**config.mk**
```make
export PLATFORM = sky130hd
export DESIGN_NAME = pch_top
export DESIGN_NICKNAME = d
export VERILOG_FILES = /design/src/rtl/pch_pkg.sv /design/src/rtl/pch_decode.sv /design/src/rtl/pch_handshake.sv /design/src/rtl/pch_top.sv
export VERILOG_INCLUDE_DIRS = /design/src /design/src/rtl
export SDC_FILE = /design/constraint.sdc
export NUM_CORES = 1
export LEC_CHECK = 0
export BUFFER_PORTS_ARGS = -buffer_cell sky130_fd_sc_hd__buf_4
export CAP_MARGIN = 20
export CORE_ASPECT_RATIO = 0.6
export CORE_UTILIZATION = 40
export CTS_CLUSTER_DIAMETER = 120
export DETAILED_ROUTE_END_ITERATION = 10
export PLACE_DENSITY = 0.65
export SYNTH_ARGS = -nofsm -noshare
export SYNTH_HDL_FRONTEND = slang
export SYNTH_SLANG_ARGS = --single-unit
```
**constraint.sdc**
```tcl
create_clock -name clk_i -period 8.2 [get_ports clk_i]
set_input_delay 0.82 -clock clk_i [delete_from_list [all_inputs] [get_ports clk_i]]
set_output_delay 0.82 -clock clk_i [all_outputs]
set_load 0.1 [all_outputs]
```
**src/rtl/pch_regs.svh**
```systemverilog
// Register offsets, field positions, reset values and codes of the command handshake block.
`ifndef PCH_REGS_SVH
`define PCH_REGS_SVH
`define PCH_OFF_SET_REQ 8'h00
`define PCH_OFF_OP_REQ 8'h04
`define PCH_OFF_CMD 8'h08
`define PCH_OFF_BITS 8'h0C
`define PCH_OFF_VALUE 8'h10
`define PCH_OFF_RESP 8'h14
`define PCH_OFF_STATUS 8'h18
`define PCH_OFF_LIMIT 8'h1C
`define PCH_OFF_STORED 8'h20
`define PCH_OFF_EVENTS 8'h24
`define PCH_OFF_LAST 8'h28
`define PCH_REQ_STOP 16'h0000
`define PCH_REQ_SINGLE 16'h0001
`define PCH_REQ_MULTI 16'h0002
`define PCH_REQ_BSINGLE 16'h0003
`define PCH_REQ_BMULTI 16'h0004
`define PCH_CODE_HI 15
`define PCH_CODE_LO 10
`define PCH_UNIT_HI 9
`define PCH_UNIT_LO 4
`define PCH_ALLU_BIT 3
`define PCH_CH_HI 2
`define PCH_CH_LO 1
`define PCH_ALLC_BIT 0
`define PCH_OP_RUN 6'h0A
`define PCH_OP_STOP 6'h0B
`define PCH_OP_MANUAL 6'h0C
`define PCH_OP_AUTO 6'h0D
`define PCH_OP_TUNE40 6'h0E
`define PCH_OP_TUNE100 6'h0F
`define PCH_OP_TUNECAN 6'h10
`define PCH_OP_SWRESET 6'h06
`define PCH_LIMIT_RST 16'h270F
`define PCH_MAX_UNIT 6'h1F
`endif

```
**src/rtl/pch_pkg.sv**
```systemverilog
// Types shared by the command handshake block.
package pch_pkg;
   typedef struct packed {
      logic [5:0] code;
      logic [5:0] unit;
      logic all_units;
      logic [1:0] chan;
      logic all_chans;
   } pch_cmd_s;
   typedef struct packed {
      logic valid;
      logic [5:0] code;
      logic [31:0] unit_mask;
      logic [3:0] chan_mask;
   } pch_issue_s;
   typedef enum logic [1:0] {PCH_IDLE, PCH_BUSY, PCH_DONE} pch_state_e;
endpackage

```
**src/rtl/pch_decode.sv**
```systemverilog
// Splits a command word into its fields and selection masks.
`timescale 1ns/1ps
`default_nettype none
`include "pch_regs.svh"
module pch_decode
   (
   input wire logic [15:0] word_i,
   input wire logic [31:0] monitor_units_i,
   output pch_pkg::pch_issue_s issue_o
   );
   import pch_pkg::*;
   pch_cmd_s f;
   logic known;
   always_comb
   begin
      f = word_i;
      issue_o.code = f.code;
      issue_o.unit_mask = '0;
      issue_o.chan_mask = '0;
      known = 1'b0;
      case (f.code)
         `PCH_OP_RUN, `PCH_OP_STOP, `PCH_OP_MANUAL, `PCH_OP_AUTO,
         `PCH_OP_TUNE40, `PCH_OP_TUNE100, `PCH_OP_TUNECAN,
         `PCH_OP_SWRESET: known = 1'b1;
         default: known = 1'b0;
      endcase
      if (f.all_units)
         issue_o.unit_mask = '1;
      else if (f.unit <= `PCH_MAX_UNIT)
         issue_o.unit_mask[f.unit[4:0]] = 1'b1;
      if (f.all_units && f.code == `PCH_OP_RUN)
         issue_o.unit_mask = issue_o.unit_mask & ~monitor_units_i;
      if (f.all_units && f.code == `PCH_OP_SWRESET)
         issue_o.unit_mask = issue_o.unit_mask & ~monitor_units_i;
      if (f.all_chans)
         issue_o.chan_mask = 4'hF;
      else
         issue_o.chan_mask[f.chan] = 1'b1;
      issue_o.valid = known && (issue_o.unit_mask != '0);
   end
endmodule // pch_decode
`default_nettype wire

```
**src/rtl/pch_handshake.sv**
```systemverilog
// One request/response handshake channel that forbids direct code changes.
`timescale 1ns/1ps
`default_nettype none
`include "pch_regs.svh"
module pch_handshake
   (
   input wire logic clk_i,
   input wire logic rst_i,
   input wire logic [15:0] req_i,
   input wire logic done_i,
   output logic [15:0] active_o,
   output logic start_o,
   output logic [15:0] resp_o
   );
   logic [15:0] active_ff;
   logic [15:0] resp_ff;
   logic start_ff;
   logic legal;
   assign legal = (req_i <= `PCH_REQ_BMULTI);
   always_ff @(posedge clk_i)
   begin
      if (rst_i)
      begin
         active_ff <= `PCH_REQ_STOP;
         start_ff <= 1'b0;
      end
      else
      begin
         start_ff <= 1'b0;
         if (active_ff == `PCH_REQ_STOP && resp_ff == `PCH_REQ_STOP &&
            req_i != `PCH_REQ_STOP && legal)
         begin
            active_ff <= req_i;
            start_ff <= 1'b1;
         end
         else if (req_i == `PCH_REQ_STOP && done_i)
            active_ff <= `PCH_REQ_STOP;
      end
   end
   always_ff @(posedge clk_i)
   begin
      if (rst_i)
         resp_ff <= `PCH_REQ_STOP;
      else if (active_ff == `PCH_REQ_STOP && done_i)
         resp_ff <= `PCH_REQ_STOP;
      // Wait out the start cycle so that the echo follows the action.
      else if (active_ff != `PCH_REQ_STOP && done_i && !start_ff)
         resp_ff <= active_ff;
   end
   assign active_o = active_ff;
   assign start_o = start_ff;
   assign resp_o = resp_ff;
endmodule // pch_handshake
`default_nettype wire

```
**src/rtl/pch_top.sv**
```systemverilog
// Wishbone-reached command interpreter with set-value and command handshakes.
`timescale 1ns/1ps
`default_nettype none
`include "pch_regs.svh"
module pch_top
   #(
   parameter int NUM_CH = 4
   )
   (
   input wire logic clk_i,
   input wire logic rst_i,
   input wire logic wb_cyc_i,
   input wire logic wb_stb_i,
   input wire logic wb_we_i,
   input wire logic [7:0] wb_adr_i,
   input wire logic [3:0] wb_sel_i,
   input wire logic [31:0] wb_dat_i,
   output logic [31:0] wb_dat_o,
   output logic wb_ack_o,
   output logic wb_err_o,
   input wire logic [31:0] monitor_units_i,
   output pch_pkg::pch_issue_s issue_o,
   output logic [15:0] set_value_o,
   output logic set_apply_o
   );
   import pch_pkg::*;

   logic [15:0] set_req_ff;
   logic [15:0] op_req_ff;
   logic [15:0] cmd_ff;
   logic [15:0] bits_ff;
   logic [15:0] value_ff;
   logic [15:0] limit_ff;
   logic [15:0] stored_ff;
   logic [31:0] wb_dat_ff;
   logic wb_ack_ff;
   logic wb_err_ff;
   pch_issue_s issue_ff;
   logic [15:0] set_value_ff;
   logic set_apply_ff;
   logic [15:0] last_cmd_ff;
   logic [15:0] last_bits_ff;
   logic [15:0] pend_bits_ff;
   logic set_done_ff;
   logic op_done_ff;
   pch_state_e op_state_ff;
   logic [1:0] ch_ptr_ff;

   // Nets between the blocks, plus the event count, last word and flag registers.
   logic wb_req;
   logic wr_stb;
   logic [15:0] nxt_wdat;
   logic [15:0] set_active;
   logic set_start;
   logic [15:0] set_resp;
   logic [15:0] op_active;
   logic op_start;
   logic [15:0] op_resp;
   logic [15:0] bit_cmd;
   logic [15:0] dec_word;
   pch_issue_s dec_issue;
   logic [15:0] issue_cnt_ff;
   logic [15:0] last_word_ff;
   logic set_rej_ff;
   logic op_rej_ff;
   logic drop_ff;
   logic set_rej_evt;
   logic op_rej_evt;
   logic issue_now;
   logic drop_evt;
   logic evt_clr;

   assign wb_req = wb_cyc_i && wb_stb_i && !wb_ack_ff && !wb_err_ff;
   // Writes land on the edge at which the master sees ack, never earlier.
   assign wr_stb = wb_cyc_i && wb_stb_i && wb_we_i && wb_ack_ff;
   // Only the two low byte lanes carry a register word.
   assign nxt_wdat = {wb_sel_i[1] ? wb_dat_i[15:8] : 8'h00,
      wb_sel_i[0] ? wb_dat_i[7:0] : 8'h00};

   // Software-written request, command and value words.
   always_ff @(posedge clk_i)
   begin
      if (rst_i)
      begin
         set_req_ff <= `PCH_REQ_STOP;
         op_req_ff <= `PCH_REQ_STOP;
         cmd_ff <= 16'h0000;
         bits_ff <= 16'h0000;
         value_ff <= 16'h0000;
         limit_ff <= `PCH_LIMIT_RST;
      end
      else if (wr_stb)
      begin
         case (wb_adr_i)
            `PCH_OFF_SET_REQ: set_req_ff <= nxt_wdat;
            `PCH_OFF_OP_REQ: op_req_ff <= nxt_wdat;
            `PCH_OFF_CMD: cmd_ff <= nxt_wdat;
            `PCH_OFF_BITS: bits_ff <= nxt_wdat;
            `PCH_OFF_VALUE: value_ff <= nxt_wdat;
            `PCH_OFF_LIMIT: limit_ff <= nxt_wdat;
            default: ;
         endcase
      end
   end

   // Bus answers one cycle after the request, error on unmapped offsets.
   always_ff @(posedge clk_i)
   begin
      if (rst_i)
      begin
         wb_ack_ff <= 1'b0;
         wb_err_ff <= 1'b0;
         wb_dat_ff <= 32'h0000_0000;
      end
      else
      begin
         wb_ack_ff <= 1'b0;
         wb_err_ff <= 1'b0;
         if (wb_req)
         begin
            wb_ack_ff <= 1'b1;
            case (wb_adr_i)
               `PCH_OFF_SET_REQ: wb_dat_ff <= {16'h0000, set_req_ff};
               `PCH_OFF_OP_REQ: wb_dat_ff <= {16'h0000, op_req_ff};
               `PCH_OFF_CMD: wb_dat_ff <= {16'h0000, cmd_ff};
               `PCH_OFF_BITS: wb_dat_ff <= {16'h0000, bits_ff};
               `PCH_OFF_VALUE: wb_dat_ff <= {16'h0000, value_ff};
               `PCH_OFF_RESP: wb_dat_ff <= {op_resp, set_resp};
               `PCH_OFF_STATUS: wb_dat_ff <= {op_active, set_active};
               `PCH_OFF_LIMIT: wb_dat_ff <= {16'h0000, limit_ff};
               `PCH_OFF_STORED: wb_dat_ff <= {16'h0000, stored_ff};
               `PCH_OFF_EVENTS: wb_dat_ff <= {13'h0000, drop_ff, op_rej_ff,
                  set_rej_ff, issue_cnt_ff};
               `PCH_OFF_LAST: wb_dat_ff <= {16'h0000, last_word_ff};
               default:
               begin
                  wb_ack_ff <= 1'b0;
                  wb_err_ff <= 1'b1;
                  wb_dat_ff <= 32'h0000_0000;
               end
            endcase
         end
      end
   end

   // The apply logic never stalls, so the setting side always reports done.
   pch_handshake u_set_hs
      (
      .clk_i(clk_i),
      .rst_i(rst_i),
      .req_i(set_req_ff),
      .done_i(set_done_ff),
      .active_o(set_active),
      .start_o(set_start),
      .resp_o(set_resp)
      );

   // The sequencer reports done only while it rests, so a stop request
   // waits for a running sequence to finish.
   pch_handshake u_op_hs
      (
      .clk_i(clk_i),
      .rst_i(rst_i),
      .req_i(op_req_ff),
      .done_i(op_done_ff),
      .active_o(op_active),
      .start_o(op_start),
      .resp_o(op_resp)
      );

   // Setting change: a pass writes the value only when it does not exceed the limit.
   always_ff @(posedge clk_i)
   begin
      if (rst_i)
      begin
         stored_ff <= 16'h0000;
         set_value_ff <= 16'h0000;
         set_apply_ff <= 1'b0;
         set_done_ff <= 1'b0;
      end
      else
      begin
         set_apply_ff <= 1'b0;
         set_done_ff <= 1'b1;
         if (set_start || (set_active == `PCH_REQ_MULTI &&
            value_ff != stored_ff) || set_active == `PCH_REQ_SINGLE &&
            set_start)
         begin
            if (value_ff <= limit_ff)
            begin
               stored_ff <= value_ff;
               set_value_ff <= value_ff;
               set_apply_ff <= 1'b1;
            end
         end
      end
   end

   // Bit-specified command for the channel currently being scanned.
   assign bit_cmd = {cmd_ff[15:3], ch_ptr_ff, 1'b0};
   assign dec_word = (op_active >= `PCH_REQ_BSINGLE) ? bit_cmd : cmd_ff;

   pch_decode u_dec
      (
      .word_i(dec_word),
      .monitor_units_i(monitor_units_i),
      .issue_o(dec_issue)
      );

   // Rejected code changes and dropped commands stay flagged until software
   // writes the event word; an event in the same cycle as the clear wins.
   assign set_rej_evt = wr_stb && wb_adr_i == `PCH_OFF_SET_REQ &&
      set_active != `PCH_REQ_STOP && nxt_wdat != `PCH_REQ_STOP &&
      nxt_wdat != set_active;
   assign op_rej_evt = wr_stb && wb_adr_i == `PCH_OFF_OP_REQ &&
      op_active != `PCH_REQ_STOP && nxt_wdat != `PCH_REQ_STOP &&
      nxt_wdat != op_active;
   assign issue_now = op_state_ff == PCH_BUSY &&
      (op_active <= `PCH_REQ_MULTI || pend_bits_ff[ch_ptr_ff]);
   assign drop_evt = issue_now && !dec_issue.valid;
   assign evt_clr = wr_stb && wb_adr_i == `PCH_OFF_EVENTS;

   always_ff @(posedge clk_i)
   begin
      if (rst_i)
      begin
         set_rej_ff <= 1'b0;
         op_rej_ff <= 1'b0;
         drop_ff <= 1'b0;
      end
      else
      begin
         if (set_rej_evt)
            set_rej_ff <= 1'b1;
         else if (evt_clr)
            set_rej_ff <= 1'b0;
         if (op_rej_evt)
            op_rej_ff <= 1'b1;
         else if (evt_clr)
            op_rej_ff <= 1'b0;
         if (drop_evt)
            drop_ff <= 1'b1;
         else if (evt_clr)
            drop_ff <= 1'b0;
      end
   end

   // Count of commands handed out and the last word, channel field as issued.
   always_ff @(posedge clk_i)
   begin
      if (rst_i)
      begin
         issue_cnt_ff <= 16'h0000;
         last_word_ff <= 16'h0000;
      end
      else if (issue_now && dec_issue.valid)
      begin
         issue_cnt_ff <= issue_cnt_ff + 16'h0001;
         last_word_ff <= dec_word;
      end
   end

   // Operation command sequencer.
   always_ff @(posedge clk_i)
   begin
      if (rst_i)
      begin
         op_state_ff <= PCH_IDLE;
         issue_ff <= '0;
         last_cmd_ff <= 16'h0000;
         last_bits_ff <= 16'h0000;
         pend_bits_ff <= 16'h0000;
         ch_ptr_ff <= 2'd0;
         op_done_ff <= 1'b0;
      end
      else
      begin
         issue_ff.valid <= 1'b0;
         op_done_ff <= 1'b0;
         case (op_state_ff)
            PCH_IDLE:
            begin
               op_done_ff <= 1'b1;
               // A start always scans from channel zero.
               if (op_start)
               begin
                  last_cmd_ff <= cmd_ff;
                  last_bits_ff <= bits_ff;
                  pend_bits_ff <= bits_ff;
                  ch_ptr_ff <= 2'd0;
                  op_done_ff <= 1'b0;
                  op_state_ff <= PCH_BUSY;
               end
            end
            PCH_BUSY:
            begin
               if (op_active <= `PCH_REQ_MULTI)
               begin
                  issue_ff <= dec_issue;
                  op_state_ff <= PCH_DONE;
               end
               else
               begin
                  // Bit modes walk every channel once, issuing pending ones.
                  if (pend_bits_ff[ch_ptr_ff])
                     issue_ff <= dec_issue;
                  pend_bits_ff[ch_ptr_ff] <= 1'b0;
                  ch_ptr_ff <= ch_ptr_ff + 2'd1;
                  if (ch_ptr_ff == 2'(NUM_CH - 1))
                     op_state_ff <= PCH_DONE;
               end
            end
            PCH_DONE:
            begin
               op_done_ff <= 1'b1;
               // Multi modes stay here and rerun when their source word moves.
               if (op_active == `PCH_REQ_STOP)
                  op_state_ff <= PCH_IDLE;
               else if (op_active == `PCH_REQ_MULTI && cmd_ff != last_cmd_ff)
               begin
                  last_cmd_ff <= cmd_ff;
                  op_state_ff <= PCH_BUSY;
               end
               else if (op_active == `PCH_REQ_BMULTI &&
                  bits_ff != last_bits_ff)
               begin
                  pend_bits_ff <= bits_ff ^ last_bits_ff;
                  last_bits_ff <= bits_ff;
                  ch_ptr_ff <= 2'd0;
                  op_state_ff <= PCH_BUSY;
               end
            end
            default: op_state_ff <= PCH_IDLE;
         endcase
      end
   end

   // Outputs come straight from their flip-flops.
   assign wb_dat_o = wb_dat_ff;
   assign wb_ack_o = wb_ack_ff;
   assign wb_err_o = wb_err_ff;
   assign issue_o = issue_ff;
   assign set_value_o = set_value_ff;
   assign set_apply_o = set_apply_ff;
endmodule // pch_top
`default_nettype wire

```
* Word-level counts from Yosys, hierarchy flattened
Memory sizes are Yosys's and may differ from the RTL's. A register that Yosys moved wholly into a read port is not among the register bits. Index checks and enable logic that the tools add are counted.
Storage, ports and cells: bits in read-only memories 32, bits of input ports 81, memories kept 1, register bits 345, word-level logic and storage cells 243
Cells by class: bitwise logic cells 9, reductions and logical operators 89, equal/unequal tests 32, order comparisons 12, mux-type cells 65, add/subtract/negate cells 2
Memories:
- (no name shown) | depth 32, width 1, rd ports 1, clocked after Yosys merged registers in 1, wr ports 0, line pch_decode.sv:21 | case (f.code)
Operators by type and width (number):
- 32-bit case mux with 11 select lines | 1
- 16-bit two-way mux | 15
- 32-bit two-way mux | 4
- 16-bit logical NOT | 6
- 43-bit two-way mux | 2
- 16-bit inequality test | 5
- 16-bit nonzero test | 5
- 32-bit bitwise AND | 2
- 16-bit case mux with 2 select lines | 2
- 16-bit case mux with 3 select lines | 1
- 1-bit logical AND | 41
- 16-bit by 2-bit == test with 1-bit output, second input constant | 2
- 8-bit by 5-bit == test with 1-bit output, second input constant | 4
- 16-bit by 3-bit <= comparator with 1-bit output, second input constant | 2
- 32-bit inverter | 1
- 32-bit nonzero test | 1
- 8-bit by 6-bit == test with 1-bit output, second input constant | 3
- 2-bit two-way mux | 11
- 16-bit by 1-bit adder with 16-bit output, second input constant | 1
- 16-bit bitwise AND | 1
- 16-bit by 1-bit == test with 1-bit output, second input constant | 1
- 16-bit by 3-bit == test with 1-bit output, second input constant | 1
- 8-bit by 4-bit == test with 1-bit output, second input constant | 2
- 16-bit by 2-bit greater-or-equal comparator with 1-bit output, second input constant | 1
- 44 further kinds | 94

* Longest topological paths before layout
depth after elaboration 15, mapped depth 12

* Modules after synthesis
A second synthesis with hierarchy kept.
Second synthesis, totals: cells, all modules 2067, area total of the unflattened synthesis 16873.7 sq um
Modules (own cells, without submodules):
- pch_top | area an instance 12927.4 sq um, instances 1, cells an instance 1615
- pch_handshake | area an instance 1345.0 sq um, instances 2, cells an instance 127
- pch_decode | area an instance 1256.2 sq um, instances 1, cells an instance 198

* Worst setup path before layout
OpenSTA, ideal clock, no wires.
kind register to register, from register cmd_ff[15], to register issue_cnt_ff[6], setup time 0.121 ns, path slack 5.168 ns, required time 8.079 ns, stages on the path, launching flop included 11, path buffers 3, arrival 2.911 ns, cell sequence dfxtp_1 buf_6 or2_1 buf_6 buf_6 nor4b_1 o22ai_1 or4_4 o41ai_4 or4b_1 mux2_2
On the way: longest elaborated chain between the ends 8, elaborated cells on any way between the ends 11, those cells by class eq/ne: 2; mux: 3; bitwise: 1; reduce/logical: 5
RTL lines:
- from (decl) | line pch_top.sv:30 | logic [15:0] cmd_ff;
- from (signal assigned) | line pch_top.sv:97 | `PCH_OFF_CMD: cmd_ff <= nxt_wdat;
- 6-bit by 4-bit == test with 1-bit output (no source line)
- 1-bit logical AND (no source line)
- 32-bit two-way mux | line pch_decode.sv:31 | if (f.all_units && f.code == `PCH_OP_RUN)
- 32-bit bitwise AND | line pch_decode.sv:34 | issue_o.unit_mask = issue_o.unit_mask & ~monitor_units_i;
- 32-bit two-way mux | line pch_decode.sv:33 | if (f.all_units && f.code == `PCH_OP_SWRESET)
- 32-bit nonzero test | line pch_decode.sv:39 | issue_o.valid = known && (issue_o.unit_mask != '0);
- 1-bit logical AND * | line pch_decode.sv:39
- 1-bit logical AND * | line pch_top.sv:256 | else if (issue_now && dec_issue.valid)
- to (signal assigned) | line pch_top.sv:258 | issue_cnt_ff <= issue_cnt_ff + 16'h0001;
- to (decl) | line pch_top.sv:62 | logic [15:0] issue_cnt_ff;
Mark *: on every way between the ends. The rest lies on a longest branch, timed or not. A chain may end at the register's enable or synchronous reset.

* Worst setup path in the final report
from register cmd_ff[3], to register drop_ff
On the way: longest elaborated chain between the ends 10, elaborated cells on any way between the ends 13, those cells by class mux: 4; bitwise: 2; reduce/logical: 7
RTL lines:
- 32-bit two-way mux | line pch_decode.sv:27 | if (f.all_units)
- 32-bit bitwise AND | line pch_decode.sv:32 | issue_o.unit_mask = issue_o.unit_mask & ~monitor_units_i;
- 32-bit two-way mux | line pch_decode.sv:31
- 32-bit bitwise AND | line pch_decode.sv:34
- 32-bit two-way mux * | line pch_decode.sv:33
- 32-bit nonzero test * | line pch_decode.sv:39
- 1-bit logical AND * | line pch_decode.sv:39
- 1-bit logical NOT * | line pch_top.sv:220 | assign drop_evt = issue_now && !dec_issue.valid;
- 1-bit logical AND * | line pch_top.sv:220
- 1-bit two-way mux or 2-bit nonzero test (tied branches)
- to (signal assigned) | line pch_top.sv:229 | drop_ff <= 1'b0;
- to (signal assigned) | line pch_top.sv:242 | drop_ff <= 1'b1;
- to (signal assigned) | line pch_top.sv:244 | drop_ff <= 1'b0;
- to (decl) | line pch_top.sv:66 | logic drop_ff;
Marks and branches as above.

==> flow_summary.ini <==
[status]
status = finished, final reports clean

[synthesis]
syn-num-nets = 2067
synth_top_cell_by_area = dfxtp_1
ys_ff_latch = 334
ys.flop_type = dfxtp_1
synth.top_cell.area_share_pct = 42.0
syn_area_um2 = 15900
yosys_warnings = 0
avgSynthCellArea_um2 = 8.12
yosysSeqAreaShare_pct = 42.0
ys_types = 63
syn-instance-count = 1961
synth_top_cells_by_area = dfxtp_1, a21oi_1, nor2_1
async_flop_share_pct = 0
synth-edff-count = 0

[clock_tree]
h-tree-depth = 2
clock_latency_ns = 0.53
cts_tree = done
ctsHoldBuffers = 0
cts_max_path_buffers = 3
cts_root_buf = clkbuf_16
cts_made_buffers = 34
postCtsSetupBuffers = 0
path_clk_slew_ns = 0.07
ctsResizeCount = 0
cts.sinks = 334

[worst_setup_path]
reg2reg_from = cmd_ff[3]
worstRegToRegCells = 9
criticalPathCategory = reg -> reg
r2r_end = drop_ff
start_kind = flop
r2r_slack_ns = 4.31
path_max_fanout = 38
end_kind = flop
crit_arrival_ns = 4.33
worstPathRequired_ns = 8.64

[grt]
grt_pass1_wl_mm = 88.8
top_usage_layer = met1
overflow = 0
grt_use_met1_pct = 44.5
grt_pass1_vias = 14000
grt_max_degree = 152
antenna_found_initial = 2
grtUsageMet3_pct = 9.62
grt_util_all_layers_pct = 29.0
met2_usage_pct = 37.8

[timing]
max_slew.worst_pin.slew_ns = 1.03
drv_slew = 0
fmax_mhz = 257
period_share_pct = 47.4
setup_violations = 0
setup_tns_ns = 0
slew_headroom_pct = 30.7
rsz0062_at_grt = no
clock_skew_ns = 0.0194
layout_setup_ws_ns = 4.31
period_minus_slack_ns = 3.89
finalHoldViolCount = 0

[min_path]
min_path_cells = 2
min_from = wb_dat_o[22]
hp-class = reg -> reg
hold_end = wb_dat_o[22]

[floorplanning]
start_util_pct = 40.7
ioPinCount = 175
coreArea_um2 = 39200
fp-row-count = 56
dieArea_um2 = 40600
fp.dieW_um = 260
fp.dieH_um = 157

[drt]
viasPerCell = 6.13
drc = 0
routed_wl_mm = 60.6
drtIter0Drc = 2271
antenna_left = 0
wire_per_inst_um = 23.4
vias = 15900
drt_first_pass_iters = 7

[layout]
fillCellCount = 3773
nets = 2146
area_growth_pct = 17.3
final_common_cell = dfxtp_1
utilization_pct = 47.7
final_cell_mix = dfxtp_1, nor2_1, a21oi_1, nand2_1, buf_4
drive_gt1_share_pct = 13.3

[pwr]
peakVddDrop_v = 0.000131
cellLeakagePower_uw = 0.00704
p_per_area_nw_per_um2 = 199

[place]
pre_cts_ws_ns = 4.40
io_buffers = 156
gp_congestion = 0.954
hpwl_mm = 44.4

[job]
drv_cap = 0
## flip-flops by register name (all words and copies together) (netlist names), 4 cells and up, named ones only
name               count
limit_ff              16
u_set_hs.active_o     16
u_op_hs.active_o      16
set_req_ff            16
pend_bits_ff           4
bits_ff               16
op_req_ff             16
cmd_ff                16
issue_cnt_ff          16
wb_dat_o              32
value_ff              16
set_value_o           16
last_word_ff          16
u_set_hs.resp_o       16
u_op_hs.resp_o        16
issue_o               43
last_bits_ff          16
last_cmd_ff           16
## worst max-delay path: stages, from the launching register on
cell and delay (ns):
dfxtp_1 0.31, buf_4 0.39, nand3b_1 0.16, buf_4 0.28, nor4b_1 0.67, o22ai_1 0.17, or4_1 0.60, nor4_1 0.53
o21ai_0 0.42, a21oi_1 0.24
## synth_stat cells (10+ instances only)
library cell / instances
o21ai_0: 62
inv_1: 34
a22o_1: 38
nor3_1: 44
ha_1: 25
nor4_1: 31
nand4b_1: 11
and2_1: 19
clkbuf_1: 127
nand3b_1: 19
nor4b_1: 34
nand3_1: 35
nand2_1: 194
a21oi_1: 229
mux2i_1: 51
o22ai_1: 35
nor2_1: 285
and3_1: 20
nand4_1: 41
dfxtp_1: 334
a222oi_1: 19
buf_2: 10
xor2_1: 17
a211oi_1: 10
xnor2_1: 50
a22oi_1: 62
a221oi_1: 20
## worst max-delay path by stage
stage	slack [ns]	endpoint	cells after the start	startpoint
floorplan	5.17	issue_cnt_ff[6]	10	cmd_ff[15]
global placement	4.46	flop	8	wb_adr_i[1]
detailed placement	4.40	issue_cnt_ff[6]	8	cmd_ff[14]
CTS	4.37	issue_cnt_ff[6]	8	cmd_ff[14]
global route	4.17	drop_ff	9	cmd_ff[3]
finish	4.31	drop_ff	9	cmd_ff[3]
## where the power goes
part	total [uW]	internal, uW	switching [uW]	leakage, uW
Combinational	436	115	321	0.00379
Sequential	1660	1640	21.1	0.00269
Clock	1620	942	681	0.000567
## area by class of cell
class | count | area (um^2) | share of cell area [%]
well taps | 522 | 653 | 3.50
clock inverters | 11 | 119 | 0.636
flip-flops and latches | 334 | 6690 | 35.8
multi-input cells | 1440 | 8530 | 45.7
inverters | 36 | 135 | 0.723
clock buffers | 49 | 1030 | 5.52
repair buffers | 194 | 1530 | 8.16
diodes | 1 | 2.50 | 0.0134
## metrics by stage
step / hold slack, ns / total power [uW] / std cells / instance area, um^2
2_1_floorplan: 0.431 / 1990 / 1961 / 15900
3_3_place_gp: 0.437 / 2120 / 2519 / 17400
3_5_place_dp: 0.450 / 2130 / 2520 / 17400
4_1_cts: 0.459 / 3730 / 2580 / 18600
5_1_grt: 0.475 / 3840 / 2586 / 18700
6_report: 0.459 / 3720 / 2587 / 18700
## layer usage
layer  wire (um)  share of wire (%)  vias to the layer above
li1            -                  -                     7212
met1       28000                 46                     7621
met2       23100                 38                      920
met3        8170                 13                       99
met4        1260                2.1                        4
met5          69               0.11                        -
## cells by family (layout without fill, tap and decap cells)
family / count (synthesis) / after routing / share of synthesized area, %
other: 0 / 1 / 0
XOR/XNOR: 67 / 67 / 3.68
multiplexers: 56 / 56 / 3.63
adder cells (fa/ha/maj): 25 / 25 / 1.96
flip-flops: 334 / 334 / 42.0
buffers and inverters: 187 / 290 / 4.77
AND/OR/NAND/NOR: 777 / 777 / 23.6
AO/OA/AOI/OAI: 515 / 515 / 20.4
No activity file was read; power rests on OpenSTA's default activity.
